==> src/core/qmp_pkg.sv <==
// qmp_pkg: constants and types of the counter and pwm block
package qmp_pkg;
	// ****************
	// timing
	// ****************
	localparam int CLK_HZ = 40_000_000;
	localparam int MARK_WIN_US = 50;
	localparam int MARK_WIN_CYC = MARK_WIN_US * (CLK_HZ / 1_000_000);
	localparam int DUTY_FULL = 32_000;
	localparam int DUTY_SCALE = CLK_HZ / DUTY_FULL;
	// ****************
	// register byte offsets
	// ****************
	localparam logic [7:0] OFS_CTRL    = 8'h00;
	localparam logic [7:0] OFS_LADDER  = 8'h04;
	localparam logic [7:0] OFS_WRAP1   = 8'h08;
	localparam logic [7:0] OFS_WRAP2   = 8'h0C;
	localparam logic [7:0] OFS_PRESET1 = 8'h10;
	localparam logic [7:0] OFS_PRESET2 = 8'h14;
	localparam logic [7:0] OFS_DUTY1   = 8'h18;
	localparam logic [7:0] OFS_FREQ1   = 8'h1C;
	localparam logic [7:0] OFS_DUTY2   = 8'h20;
	localparam logic [7:0] OFS_FREQ2   = 8'h24;
	localparam logic [7:0] OFS_SDUTY1  = 8'h28;
	localparam logic [7:0] OFS_SFREQ1  = 8'h2C;
	localparam logic [7:0] OFS_SDUTY2  = 8'h30;
	localparam logic [7:0] OFS_SFREQ2  = 8'h34;
	localparam logic [7:0] OFS_ACC1    = 8'h38;
	localparam logic [7:0] OFS_ACC2    = 8'h3C;
	localparam logic [7:0] OFS_ACC3    = 8'h40;
	localparam logic [7:0] OFS_ACC4    = 8'h44;
	localparam logic [31:0] REG_RESET  = 32'h0000_0000;
	// ****************
	// control register fields
	// ****************
	localparam int CTL_QUAD1_EN = 0;
	localparam int CTL_QUAD2_EN = 1;
	localparam int CTL_DIR1     = 2;
	localparam int CTL_DIR2     = 3;
	localparam int CTL_MARK_LSB = 4;
	localparam int CTL_OUT1_LSB = 8;
	localparam int CTL_OUT2_LSB = 10;
	localparam int CTL_PWM1_EN  = 12;
	localparam int CTL_PWM2_EN  = 13;
	localparam int CTL_STOP     = 14;
	localparam int CTL_HOLD1    = 15;
	localparam int CTL_HOLD2    = 16;
	// ladder bits
	localparam int LAD_OUT1 = 0;
	localparam int LAD_OUT2 = 1;
	localparam int LAD_CLR1 = 2;
	localparam int LAD_SET1 = 3;
	localparam int LAD_CLR2 = 4;
	localparam int LAD_SET2 = 5;
	// marker mode bits: sync, low level, input two, reset on falling
	localparam int MK_SYNC = 3;
	localparam int MK_LOW  = 2;
	localparam int MK_IN2  = 1;
	localparam int MK_FALL = 0;
	localparam logic [1:0] RESP_OKAY   = 2'h0;
	localparam logic [1:0] RESP_SLVERR = 2'h2;
	// ****************
	// types
	// ****************
	typedef enum logic [1:0] {
		OUT_DIGITAL, OUT_PWM, OUT_COMPARE, OUT_OFF
	} qmp_outsel_type;
	typedef struct packed {
		logic        enable;
		logic        dir_up;
		logic        mark_en;
		logic [3:0]  mark_mode;
		logic [31:0] wrap;
		logic        clear;
		logic        set;
	} qmp_cnt_cfg_type;
endpackage

==> src/core/qmp_quad_counter.sv <==
// qmp_quad_counter: one quadrature accumulator with wrap and marker
`timescale 1ns/1ps
`default_nettype none
module qmp_quad_counter (
	// clock and reset
	input  wire logic                     i_mclk,
	input  wire logic                     i_reset_n,
	// synchronised levels
	input  wire logic                     i_chan_a,
	input  wire logic                     i_chan_b,
	input  wire logic                     i_marker,
	// configuration
	input  wire qmp_pkg::qmp_cnt_cfg_type i_cfg,
	// accumulator
	output logic [31:0]                   o_count
);
	logic        a_q;
	logic        b_q;
	logic        mk_q;
	logic        primed;
	logic        a_chg;
	logic        b_chg;
	logic        step;
	logic        up;
	logic        async_ev;
	logic        sync_ev;
	logic        sync_zero;
	logic [31:0] top;
	logic [3:0]  mode;

	// no edges before the first sampled level is known
	always_ff @(posedge i_mclk or negedge i_reset_n) begin
		if (!i_reset_n) begin
			a_q <= 1'b0;
			b_q <= 1'b0;
			mk_q <= 1'b0;
			primed <= 1'b0;
		end else begin
			a_q <= i_chan_a;
			b_q <= i_chan_b;
			mk_q <= i_marker;
			primed <= 1'b1;
		end
	end

	assign mode = i_cfg.mark_mode;
	assign top = i_cfg.wrap - 32'h0000_0001;
	assign a_chg = a_q ^ i_chan_a;
	assign b_chg = b_q ^ i_chan_b;
	// both inputs moving at once has no direction: ignored
	assign step = i_cfg.enable & primed & (a_chg ^ b_chg);
	assign up = (a_chg ? (i_chan_a ^ i_chan_b) : ~(i_chan_a ^ i_chan_b))
		^ ~i_cfg.dir_up;
	assign async_ev = i_cfg.mark_en & primed & ~mode[qmp_pkg::MK_SYNC]
		& ((mode[0] & i_marker & ~mk_q)
		| (mode[1] & ~i_marker & mk_q));
	assign sync_ev = i_cfg.mark_en & mode[qmp_pkg::MK_SYNC] & step
		& (mode[qmp_pkg::MK_IN2] ? b_chg : a_chg)
		& (i_marker ^ mode[qmp_pkg::MK_LOW]);
	// forward edge is rising, reverse edge falling on the same spot
	assign sync_zero = (mode[qmp_pkg::MK_IN2] ? i_chan_b : i_chan_a)
		^ mode[qmp_pkg::MK_FALL];

	always_ff @(posedge i_mclk or negedge i_reset_n) begin
		if (!i_reset_n) begin
			o_count <= 32'h0000_0000;
		end else if (i_cfg.clear) begin
			o_count <= 32'h0000_0000;
		end else if (i_cfg.set) begin
			o_count <= top;
		end else if (async_ev) begin
			o_count <= 32'h0000_0000;
		end else if (sync_ev) begin
			o_count <= sync_zero ? 32'h0000_0000 : top;
		end else if (step && up) begin
			if (i_cfg.wrap != 32'h0000_0000 && o_count == top) begin
				o_count <= 32'h0000_0000;
			end else begin
				o_count <= o_count + 32'h0000_0001;
			end
		end else if (step) begin
			o_count <= (o_count == 32'h0000_0000) ? top
				: o_count - 32'h0000_0001;
		end
	end
endmodule
`default_nettype wire

==> src/core/qmp_marker_counter_pwm.sv <==
// qmp_marker_counter_pwm: quadrature counters, compare and pwm outputs
`timescale 1ns/1ps
`default_nettype none
// Function
// - counting up, reaching wrap setting returns accumulator to zero.
// - counting down past zero loads wrap setting minus one.
// - wrap setting zero lets the full 32-bit range roll over.
// - clear bits force counter one or two to zero.
// - set bits load counter one or two with wrap minus one.
// - marker on channel three only while channels one, two are quad.
// - sync marker acts on chosen quadrature edge at chosen level.
// - marker sampled within 50 us of its quadrature edge.
// - reversed rotation on the same edge loads wrap minus one.
// - reset-on-rising: rising loads zero, falling loads wrap minus one.
// - reset-on-falling: rising loads wrap minus one, falling zero.
// - every sync mode has high and low marker level variants.
// - each output is digital, pwm, counter compare or off (held low).
// - compare output compares its counter with its preset.
// - digital mode output follows its control-program bit.
// - two pwm channels, separate enable, frequency and duty.
// - duty 0 to 32000; 0 holds off, 32000 holds on.
// - frequency in hertz; period is its reciprocal.
// - pwm stays low until frequency and duty are both non-zero.
// - in stop, pwm holds last state or runs stop settings.
// - decoder counts every edge of both inputs, four per cycle.
// - option picks up or down count when input one leads.
// - compare high at count at or above preset; zero preset low.
module qmp_marker_counter_pwm (
	// clock and reset
	input  wire logic        i_mclk,
	input  wire logic        i_reset_n,
	// axi4-lite write
	input  wire logic [7:0]  i_awaddr,
	input  wire logic        i_awvalid,
	output logic             o_awready,
	input  wire logic [31:0] i_wdata,
	input  wire logic [3:0]  i_wstrb,
	input  wire logic        i_wvalid,
	output logic             o_wready,
	output logic [1:0]       o_bresp,
	output logic             o_bvalid,
	input  wire logic        i_bready,
	// axi4-lite read
	input  wire logic [7:0]  i_araddr,
	input  wire logic        i_arvalid,
	output logic             o_arready,
	output logic [31:0]      o_rdata,
	output logic [1:0]       o_rresp,
	output logic             o_rvalid,
	input  wire logic        i_rready,
	// encoder pins
	input  wire logic [3:0]  i_fast_input_channel,
	// dedicated outputs
	output logic             o_dedicated_output_one,
	output logic             o_dedicated_output_two
);
	logic [3:0]               chan_s1;
	logic [3:0]               chan_s2;
	logic [31:0]              ctrl;
	logic [31:0]              ladder;
	logic [31:0]              wrap [2];
	logic [31:0]              preset [2];
	logic [31:0]              duty [2];
	logic [31:0]              freq [2];
	logic [31:0]              sduty [2];
	logic [31:0]              sfreq [2];
	logic [31:0]              acc [2];
	logic [31:0]              phase [2];
	logic [1:0]               pwm_q;
	logic [1:0]               cmp;
	logic [7:0]               aw_addr_q;
	logic [31:0]              w_data_q;
	logic [3:0]               w_strb_q;
	logic                     wr_fire;
	qmp_pkg::qmp_cnt_cfg_type cfg [2];

	// ****************
	// helpers
	// ****************
	function automatic logic [31:0] merge(input logic [31:0] old,
		input logic [31:0] nw, input logic [3:0] strb);
		logic [31:0] r;
		r = old;
		for (int i = 0; i < 4; i++) begin
			if (strb[i]) begin
				r[i*8 +: 8] = nw[i*8 +: 8];
			end
		end
		return r;
	endfunction

	function automatic logic addr_ok(input logic [7:0] a);
		return a[1:0] == 2'h0 && a <= qmp_pkg::OFS_ACC4;
	endfunction

	// phase accumulator: rolls over once per second per hertz of frequency
	function automatic logic [31:0] next_phase(input logic [31:0] p,
		input logic [31:0] f);
		logic [32:0] s;
		s = {1'b0, p} + {1'b0, f};
		if (f >= 32'(qmp_pkg::CLK_HZ)) begin
			return 32'h0000_0000;
		end else if (s >= 33'(qmp_pkg::CLK_HZ)) begin
			return 32'(s - 33'(qmp_pkg::CLK_HZ));
		end
		return s[31:0];
	endfunction

	function automatic logic duty_high(input logic [31:0] p,
		input logic [31:0] d);
		logic [31:0] c;
		c = (d > 32'(qmp_pkg::DUTY_FULL)) ? 32'(qmp_pkg::DUTY_FULL) : d;
		return p < c * 32'(qmp_pkg::DUTY_SCALE);
	endfunction

	// ****************
	// pin synchroniser
	// ****************
	always_ff @(posedge i_mclk or negedge i_reset_n) begin
		if (!i_reset_n) begin
			chan_s1 <= 4'h0;
			chan_s2 <= 4'h0;
		end else begin
			chan_s1 <= i_fast_input_channel;
			chan_s2 <= chan_s1;
		end
	end

	// ****************
	// counters
	// ****************
	always_comb begin
		cfg[0].enable = ctrl[qmp_pkg::CTL_QUAD1_EN];
		cfg[0].dir_up = ctrl[qmp_pkg::CTL_DIR1];
		// channel three belongs to counter two when that one runs
		cfg[0].mark_en = ctrl[qmp_pkg::CTL_QUAD1_EN]
			& ~ctrl[qmp_pkg::CTL_QUAD2_EN];
		cfg[0].mark_mode = ctrl[qmp_pkg::CTL_MARK_LSB +: 4];
		cfg[0].wrap = wrap[0];
		cfg[0].clear = ladder[qmp_pkg::LAD_CLR1];
		cfg[0].set = ladder[qmp_pkg::LAD_SET1];
		cfg[1].enable = ctrl[qmp_pkg::CTL_QUAD2_EN];
		cfg[1].dir_up = ctrl[qmp_pkg::CTL_DIR2];
		cfg[1].mark_en = 1'b0;
		cfg[1].mark_mode = 4'h0;
		cfg[1].wrap = wrap[1];
		cfg[1].clear = ladder[qmp_pkg::LAD_CLR2];
		cfg[1].set = ladder[qmp_pkg::LAD_SET2];
	end

	qmp_quad_counter u_quad1 (
		.i_mclk    (i_mclk),
		.i_reset_n (i_reset_n),
		.i_chan_a  (chan_s2[0]),
		.i_chan_b  (chan_s2[1]),
		.i_marker  (chan_s2[2]),
		.i_cfg     (cfg[0]),
		.o_count   (acc[0])
	);

	qmp_quad_counter u_quad2 (
		.i_mclk    (i_mclk),
		.i_reset_n (i_reset_n),
		.i_chan_a  (chan_s2[2]),
		.i_chan_b  (chan_s2[3]),
		.i_marker  (1'b0),
		.i_cfg     (cfg[1]),
		.o_count   (acc[1])
	);

	// ****************
	// axi4-lite slave
	// ****************
	assign wr_fire = ~o_awready & ~o_wready & ~o_bvalid;

	always_ff @(posedge i_mclk or negedge i_reset_n) begin
		if (!i_reset_n) begin
			o_awready <= 1'b1;
			o_wready <= 1'b1;
			o_bvalid <= 1'b0;
			o_bresp <= qmp_pkg::RESP_OKAY;
			aw_addr_q <= 8'h00;
			w_data_q <= 32'h0000_0000;
			w_strb_q <= 4'h0;
		end else begin
			if (i_awvalid && o_awready) begin
				aw_addr_q <= i_awaddr;
				o_awready <= 1'b0;
			end
			if (i_wvalid && o_wready) begin
				w_data_q <= i_wdata;
				w_strb_q <= i_wstrb;
				o_wready <= 1'b0;
			end
			if (wr_fire) begin
				o_bvalid <= 1'b1;
				o_bresp <= addr_ok(aw_addr_q) ? qmp_pkg::RESP_OKAY
					: qmp_pkg::RESP_SLVERR;
			end
			if (o_bvalid && i_bready) begin
				o_bvalid <= 1'b0;
				o_awready <= 1'b1;
				o_wready <= 1'b1;
			end
		end
	end

	always_ff @(posedge i_mclk or negedge i_reset_n) begin
		if (!i_reset_n) begin
			ctrl <= qmp_pkg::REG_RESET;
			ladder <= qmp_pkg::REG_RESET;
			for (int i = 0; i < 2; i++) begin
				wrap[i] <= qmp_pkg::REG_RESET;
				preset[i] <= qmp_pkg::REG_RESET;
				duty[i] <= qmp_pkg::REG_RESET;
				freq[i] <= qmp_pkg::REG_RESET;
				sduty[i] <= qmp_pkg::REG_RESET;
				sfreq[i] <= qmp_pkg::REG_RESET;
			end
		end else if (wr_fire) begin
			if (aw_addr_q == qmp_pkg::OFS_CTRL) begin
				ctrl <= merge(ctrl, w_data_q, w_strb_q);
			end else if (aw_addr_q == qmp_pkg::OFS_LADDER) begin
				ladder <= merge(ladder, w_data_q, w_strb_q);
			end else if (aw_addr_q == qmp_pkg::OFS_WRAP1) begin
				wrap[0] <= merge(wrap[0], w_data_q, w_strb_q);
			end else if (aw_addr_q == qmp_pkg::OFS_WRAP2) begin
				wrap[1] <= merge(wrap[1], w_data_q, w_strb_q);
			end else if (aw_addr_q == qmp_pkg::OFS_PRESET1) begin
				preset[0] <= merge(preset[0], w_data_q, w_strb_q);
			end else if (aw_addr_q == qmp_pkg::OFS_PRESET2) begin
				preset[1] <= merge(preset[1], w_data_q, w_strb_q);
			end else if (aw_addr_q == qmp_pkg::OFS_DUTY1) begin
				duty[0] <= merge(duty[0], w_data_q, w_strb_q);
			end else if (aw_addr_q == qmp_pkg::OFS_FREQ1) begin
				freq[0] <= merge(freq[0], w_data_q, w_strb_q);
			end else if (aw_addr_q == qmp_pkg::OFS_DUTY2) begin
				duty[1] <= merge(duty[1], w_data_q, w_strb_q);
			end else if (aw_addr_q == qmp_pkg::OFS_FREQ2) begin
				freq[1] <= merge(freq[1], w_data_q, w_strb_q);
			end else if (aw_addr_q == qmp_pkg::OFS_SDUTY1) begin
				sduty[0] <= merge(sduty[0], w_data_q, w_strb_q);
			end else if (aw_addr_q == qmp_pkg::OFS_SFREQ1) begin
				sfreq[0] <= merge(sfreq[0], w_data_q, w_strb_q);
			end else if (aw_addr_q == qmp_pkg::OFS_SDUTY2) begin
				sduty[1] <= merge(sduty[1], w_data_q, w_strb_q);
			end else if (aw_addr_q == qmp_pkg::OFS_SFREQ2) begin
				sfreq[1] <= merge(sfreq[1], w_data_q, w_strb_q);
			end
		end
	end

	function automatic logic [31:0] reg_read(input logic [7:0] a);
		if (a == qmp_pkg::OFS_CTRL) begin
			return ctrl;
		end else if (a == qmp_pkg::OFS_LADDER) begin
			return ladder;
		end else if (a == qmp_pkg::OFS_WRAP1) begin
			return wrap[0];
		end else if (a == qmp_pkg::OFS_WRAP2) begin
			return wrap[1];
		end else if (a == qmp_pkg::OFS_PRESET1) begin
			return preset[0];
		end else if (a == qmp_pkg::OFS_PRESET2) begin
			return preset[1];
		end else if (a == qmp_pkg::OFS_DUTY1) begin
			return duty[0];
		end else if (a == qmp_pkg::OFS_FREQ1) begin
			return freq[0];
		end else if (a == qmp_pkg::OFS_DUTY2) begin
			return duty[1];
		end else if (a == qmp_pkg::OFS_FREQ2) begin
			return freq[1];
		end else if (a == qmp_pkg::OFS_SDUTY1) begin
			return sduty[0];
		end else if (a == qmp_pkg::OFS_SFREQ1) begin
			return sfreq[0];
		end else if (a == qmp_pkg::OFS_SDUTY2) begin
			return sduty[1];
		end else if (a == qmp_pkg::OFS_SFREQ2) begin
			return sfreq[1];
		end else if (a == qmp_pkg::OFS_ACC1) begin
			return acc[0];
		end else if (a == qmp_pkg::OFS_ACC3) begin
			return acc[1];
		end
		// totalizer accumulators two and four are not built: read zero
		return 32'h0000_0000;
	endfunction

	always_ff @(posedge i_mclk or negedge i_reset_n) begin
		if (!i_reset_n) begin
			o_arready <= 1'b1;
			o_rvalid <= 1'b0;
			o_rdata <= 32'h0000_0000;
			o_rresp <= qmp_pkg::RESP_OKAY;
		end else if (i_arvalid && o_arready) begin
			o_arready <= 1'b0;
			o_rvalid <= 1'b1;
			o_rdata <= reg_read(i_araddr);
			o_rresp <= addr_ok(i_araddr) ? qmp_pkg::RESP_OKAY
				: qmp_pkg::RESP_SLVERR;
		end else if (o_rvalid && i_rready) begin
			o_rvalid <= 1'b0;
			o_arready <= 1'b1;
		end
	end

	// ****************
	// pwm
	// ****************
	always_ff @(posedge i_mclk or negedge i_reset_n) begin
		if (!i_reset_n) begin
			pwm_q <= 2'h0;
			phase[0] <= 32'h0000_0000;
			phase[1] <= 32'h0000_0000;
		end else begin
			for (int i = 0; i < 2; i++) begin
				logic        stop;
				logic [31:0] f;
				logic [31:0] d;
				logic [31:0] p;
				stop = ctrl[qmp_pkg::CTL_STOP];
				f = stop ? sfreq[i] : freq[i];
				d = stop ? sduty[i] : duty[i];
				p = next_phase(phase[i], f);
				if (stop && ctrl[qmp_pkg::CTL_HOLD1 + i]) begin
					pwm_q[i] <= pwm_q[i];
				end else if (!ctrl[qmp_pkg::CTL_PWM1_EN + i]
					|| f == 32'h0000_0000 || d == 32'h0000_0000) begin
					pwm_q[i] <= 1'b0;
					phase[i] <= 32'h0000_0000;
				end else begin
					phase[i] <= p;
					pwm_q[i] <= duty_high(p, d);
				end
			end
		end
	end

	// ****************
	// output stage
	// ****************
	always_comb begin
		for (int i = 0; i < 2; i++) begin
			cmp[i] = preset[i] != 32'h0000_0000
				&& acc[i] >= preset[i];
		end
	end

	function automatic logic out_sel(input logic [1:0] sel,
		input logic dig, input logic pwm, input logic cm);
		case (qmp_pkg::qmp_outsel_type'(sel))
			qmp_pkg::OUT_DIGITAL: return dig;
			qmp_pkg::OUT_PWM: return pwm;
			qmp_pkg::OUT_COMPARE: return cm;
			default: return 1'b0;
		endcase
	endfunction

	always_ff @(posedge i_mclk or negedge i_reset_n) begin
		if (!i_reset_n) begin
			o_dedicated_output_one <= 1'b0;
			o_dedicated_output_two <= 1'b0;
		end else begin
			o_dedicated_output_one <= out_sel(
				ctrl[qmp_pkg::CTL_OUT1_LSB +: 2],
				ladder[qmp_pkg::LAD_OUT1], pwm_q[0], cmp[0]);
			o_dedicated_output_two <= out_sel(
				ctrl[qmp_pkg::CTL_OUT2_LSB +: 2],
				ladder[qmp_pkg::LAD_OUT2], pwm_q[1], cmp[1]);
		end
	end

	initial a_mark_budget: assert (3 < qmp_pkg::MARK_WIN_CYC)
		else $error("marker latency over budget");
endmodule
`default_nettype wire

==> config.mk <==
export PLATFORM = sky130hd
export DESIGN_NAME = qmp_marker_counter_pwm
export DESIGN_NICKNAME = d
export VERILOG_FILES = /design/src/core/qmp_pkg.sv /design/src/core/qmp_quad_counter.sv /design/src/core/qmp_marker_counter_pwm.sv
export SDC_FILE = /design/constraint.sdc
export NUM_CORES = 2
export LEC_CHECK = 0
export BUFFER_PORTS_ARGS = -buffer_cell sky130_fd_sc_hd__buf_2
export CAP_MARGIN = 10
export CORE_ASPECT_RATIO = 1.5
export CORE_MARGIN = 5
export CORE_UTILIZATION = 45
export DETAILED_ROUTE_END_ITERATION = 16
export MAX_ROUTING_LAYER = met4
export SLEW_MARGIN = 0
export SYNTH_ARGS = -nofsm -noshare
export SYNTH_HDL_FRONTEND = slang
export SYNTH_SLANG_ARGS = --single-unit
==> constraint.sdc <==
create_clock -name i_mclk -period 23.3 [get_ports i_mclk]
set_clock_uncertainty 0.2 [all_clocks]
set_input_delay 2.33 -clock i_mclk [delete_from_list [all_inputs] [get_ports i_mclk]]
set_output_delay 2.33 -clock i_mclk [all_outputs]
set_load 0.05 [all_outputs]
; Yosys cells after proc, flatten, opt, wreduce, memory -nomap -nowiden
; Index checks and enable logic that the tools add are counted.
[op_classes]
n_addsub = 10
mul = 2
n_lt_le_gt_ge = 12
eq_ne = 34
n_mux = 87
n_bitwise = 55
reduce_logical = 99
[op_table]
columns = operator, count
row1 = two-way mux 32 bit, 46
row2 = zero test 32 bit, 6
row3 = nonzero test 32 bit, 4
row4 = subtractor 32 x 1 -> 32 bit (second input constant), 4
row5 = == test 8 x 6 -> 1 bit (second input constant), 13
row6 = adder 32 x 32 -> 33 bit, 2
row7 = >= comparator 33 x 26 -> 1 bit (second input constant), 2
row8 = adder 32 x 1 -> 32 bit (second input constant), 2
row9 = == test 32 bit, 2
row10 = == test 8 x 5 -> 1 bit (second input constant), 8
row11 = >= comparator 32 x 26 -> 1 bit (second input constant), 2
row12 = >= comparator 32 bit, 2
row13 = greater-than comparator 32 x 15 -> 1 bit (second input constant), 2
row14 = less-than comparator 32 bit, 2
row15 = multiplier 32 x 10 -> 31 bit (second input constant), 2
row16 = AND reduction 16 bit, 4
row17 = subtractor 32 x 26 -> 32 bit (second input constant), 2
row18 = AND reduction 15 bit, 4
row19 = AND reduction 14 bit, 4
row20 = AND reduction 13 bit, 4
row21 = AND reduction 12 bit, 4
row22 = AND reduction 11 bit, 4
row23 = AND reduction 10 bit, 4
row24 = two-way mux 1 bit, 37
row25 = 27 further kinds, 133
[totals]
ff_bits = 678
elab_cells = 381

; Longest topological paths before layout
[logic_depth]
ltp_word = 19
ltp_mapped = 41
ltp_nobuf = 37

; Cells and area by module
; From an unflattened synthesis, not the netlist that was laid out.
[hier_totals]
cells_unflattened = 6351
area_unflattened_um2 = 56839.5
[modules_own_cells]
columns = module, instances, cells_each, area_each_um2, seq_area_each_um2
row1 = qmp_marker_counter_pwm, 1, 4686, 45386.0, 15193.3
row2 = qmp_quad_counter at u_quad1, 1, 856, 5848.1, 900.9
row3 = qmp_quad_counter at u_quad2, 1, 809, 5605.4, 900.9

; Worst setup path after synthesis
; OpenSTA, ideal clock, no wires.
[synth_path]
kind = register -> register
startpoint = register ctrl[14]
endpoint = register pwm_q[0]
setup_ps = 66
arrival_ps = 8435
required_ps = 23034
setup_slack_ps = 14599
path_stages_with_launch = 36
period_less_slack_ps = 8701
path_cell_list = dfrtp_1 clkbuf_1 clkbuf_1 buf_1 buf_1 buf_2 buf_1 clkbuf_1 buf_1 mux2i_1 nor2_1 fa_1 ha_1 fa_1 ha_1 inv_1 fa_1 inv_1 ha_1 a21oi_1 o21ai_0 a31oi_1 o21ai_0 o41ai_1 o21ai_0 a41o_1 xnor2_1 ha_1 a21oi_1 nor2b_1 o21ai_0 nand2b_1 a21oi_1 a21oi_1 o21ai_0 o31a_1
[synth_between]
elab_chain_len = 8
word_cells_on_any_way = 21
classes_between = add/sub: 2 / mul: 1 / order compare: 4 / mux: 9 / reduce/logical: 5
[synth_lines]
columns = item, line
row1 = start: declaration, qmp_marker_counter_pwm.sv:59  ; logic [31:0] ctrl;
row2 = start signal: assignment, qmp_marker_counter_pwm.sv:210  ; ctrl <= qmp_pkg::REG_RESET;
row3 = start signal: assignment, qmp_marker_counter_pwm.sv:222  ; ctrl <= merge(ctrl, w_data_q, w_strb_q);
row4 = branches (longest 8 deep; another with greater-than comparator 32 x 15 -> 1 bit), --
row5 = end signal: indexed assignment, qmp_marker_counter_pwm.sv:328  ; pwm_q[i] <= pwm_q[i];
row6 = end signal: indexed assignment, qmp_marker_counter_pwm.sv:335  ; pwm_q[i] <= duty_high(p, d);
row7 = end: declaration, qmp_marker_counter_pwm.sv:69  ; logic [1:0] pwm_q;
; Several ways; the timed one is not identified. The select of a mux whose other input is x is not followed.
; A chain may end at the register's enable or synchronous reset.

; Worst setup path after layout
[layout_path]
startpoint = register ctrl[14]
endpoint = register pwm_q[1]
; The elaborated chain is that of the path after synthesis.

==> results by group <==
Run status
  • Status: finished, final reports clean

Worst hold path
  • Hold WC Path Type: reg -> reg
  • Hold path cells: 0
  • HP Start: chan_s1[2]$_DFF_PN0_

Setup path
  • Crit end category: flip-flop
  • CP arrival: 9680 ps
  • Critical path class: reg -> reg
  • Most frequent CP cell: ha_1
  • Worst path max stage delay: 820 ps
  • Crit Path Max Fanout: 72
  • Crit-path slowest cell: dfrtp_4
  • Worst R2R Path Depth: 31
  • WP data required: 23710 ps
  • Reg-to-reg startpoint: ctrl[14]$_DFFE_PN0P_
  • Startpoint types: flip-flop
  • Worst R2R Setup Slack: 14040 ps
  • Setup crit start: ctrl[14]$_DFFE_PN0P_

Floorplanning
  • Io pins: 106
  • Die Wd: 291 microns
  • Core area: 118000 sq um
  • Starting Density: 45.3%
  • Chip Height: 432 microns
  • Die footprint: 126000 sq um
  • Row count: 154

Yosys
  • Cells after Synth: 5873
  • Post-synthesis sequential area ratio: 31.7%
  • Yosys top cell area share: 31.5%
  • Most frequent cell after synthesis: dfrtp_1
  • EDFF count, synth: 0
  • Library cells used by synthesis: 95
  • Mapped Avg Cell Area: 9.09 sq um
  • Ys Warns: 0
  • Mapped cell area: 53400 sq um
  • Async SR Flop Fraction: 100%
  • Predominant post-synthesis flop cell: dfrtp_1
  • Biggest area consumer among synthesized cells: dfrtp_1
  • FF+latch count, synth: 676
  • Largest cells by area after synthesis: dfrtp_1 32%, mux2_2 11%, ha_1 8.5%
  • Synth top cells by count: 673 x dfrtp_1, 522 x mux2_2, 450 x nand2_1

STA
  • Worst hold slack: 148 ps
  • Slew Viols, Final: 0
  • RSZ-0062 raised after global routing: false
  • Max-slew headroom: 11.9%
  • Final hold vios: 0
  • Fmax: 108 MHz
  • Least-Margin Pin Slew: 1320 ps
  • Setup violators final: 0
  • Tcrit/Tclk final: 39.7%
  • Tmin final: 9260 ps
  • Final TNS setup: 0 ps

Clock tree
  • Post-CTS Setup Repair Bufs: 0
  • CTS resizes: 0
  • CTS tree: done
  • Clock Latency Late Sink: 690 ps
  • # H-tree levels: 3
  • Reg clk slew, reported paths: 60 ps
  • CTS max path bufs: 3
  • Total CTS buffers: 74
  • Root Driver: clkbuf_16
  • Post-CTS Hold Buffers: 0
  • Clock sinks: 676

Global routing
  • Largest net degree at the start of global routing: 97
  • First-pass GRT wire length: 323 mm
  • Initial antenna violation count: 19
  • Vias in the first global route: 47100
  • Total congestion overflow: 0
  • Gr usage total: 35.7%

Place
  • Routability cong.: 1.03
  • IO Port Bufs: 103
  • Post-DP HPWL: 172 mm

Route
  • Via count: 47600
  • Final WL: 224 mm
  • Pre-antenna DRT Iters: 6
  • Routed length per placed instance: 29.6 microns
  • Vias per std cell: 6.29
  • DRC Markers: 0
  • Post-route ant nets: 0
  • Iter 0 DRT Violations: 4190

Cells and area
  • Area grow syn2layout: 9.76%
  • Fin nets: 6488
  • Share of cells above drive strength 1: 15.6%

Flow run
  • Max-cap violations: 0
[logic make-up after synthesis]
family | count (synthesis) | share of synthesized area [%]
simple gates | 1558 | 14.2
mux | 581 | 12.1
xor+xnor | 371 | 6.13
other cells | 2 | 0.0141
compound gates | 1464 | 17.4
flops | 676 | 31.7
buf+inv | 731 | 5.19
fa+ha+maj | 490 | 13.3
[final cells by class]
type | instances | area, sq um
Antenna cell | 19 | 47.5
Clock buffer | 102 | 2210
Clock inverter | 32 | 420
Fill cell | 11300 | 59100
Inverter | 404 | 1520
Multi-Input combinational cell | 4569 | 34200
Sequential cell | 676 | 16900
Tap cell | 1560 | 1950
Timing Repair Buffer | 210 | 1340
[per-stage QoR]
step	utilization (%)	instances	worst slack, ps	area, sq um
final	49.8	7572	14040	58600
after global routing	49.8	7565	13500	58600
after CTS	49.7	7552	14120	58500
after detailed placement	47.5	7418	14150	55900
after floorplan	-	5976	14600	53800
after global placement	47.5	7418	14270	55900
[cell usage in the layout (no fill, tap or decap), drive strengths merged, types with 129 or more instances in the layout]
| cell | count |
|---|---|
| ha | 364 |
| mux2 | 523 |
| buf | 209 |
| inv | 407 |
| a21oi | 357 |
| xor2 | 137 |
| dfrtp | 673 |
| nor2 | 405 |
| nor3 | 129 |
| o21ai | 433 |
| nand2 | 450 |
| xnor2 | 233 |
[worst paths after layout]
check,endpoint
setup / recovery,pwm_q[1]$_DFFE_PN0N_
hold / removal,chan_s2[2]$_DFF_PN0_
setup reg to reg,pwm_q[1]$_DFFE_PN0N_
hold reg to reg,chan_s2[2]$_DFF_PN0_
max in group asynchronous,sduty[63]$_DFFE_PN0P_
min in group asynchronous,u_quad1.o_count[4]$_DFFE_PN0P_
[routing by layer]
metal  global-route usage, %  up-vias  routed length [microns]
li1                        -    21100                        -
met1                    37.5    23500                    78500
met2                    59.7     2124                   109000
met3                    5.87      831                    14100
met4                    27.9        0                    22100
met5                       -        -                        0
[state kept, by name (all words and copies together) (netlist names), 2 cells and up]
signal / flops
sduty: 64
chan_s2: 4
duty: 64
ladder: 32
cfg: 64
aw_addr_q: 8
pwm_q: 2
u_quad2.o_count: 32
chan_s1: 4
w_data_q: 32
o_rdata: 32
sfreq: 64
u_quad1.o_count: 32
w_strb_q: 4
phase: 64
preset: 64
freq: 64
ctrl: 32
[critical path: cells and delay by family, from the launching register on]
kind / cells / cell delay, ps
flip-flops: 1 / 820
multiplexers: 1 / 490
AO/OA/AOI/OAI: 14 / 2850
AND/OR/NAND/NOR: 4 / 800
buffers and inverters: 5 / 1360
adder cells (fa/ha/maj): 7 / 2610
Power is not shown: default switching activity piles up to over one toggle a cycle in this logic, so the estimate is an artifact.
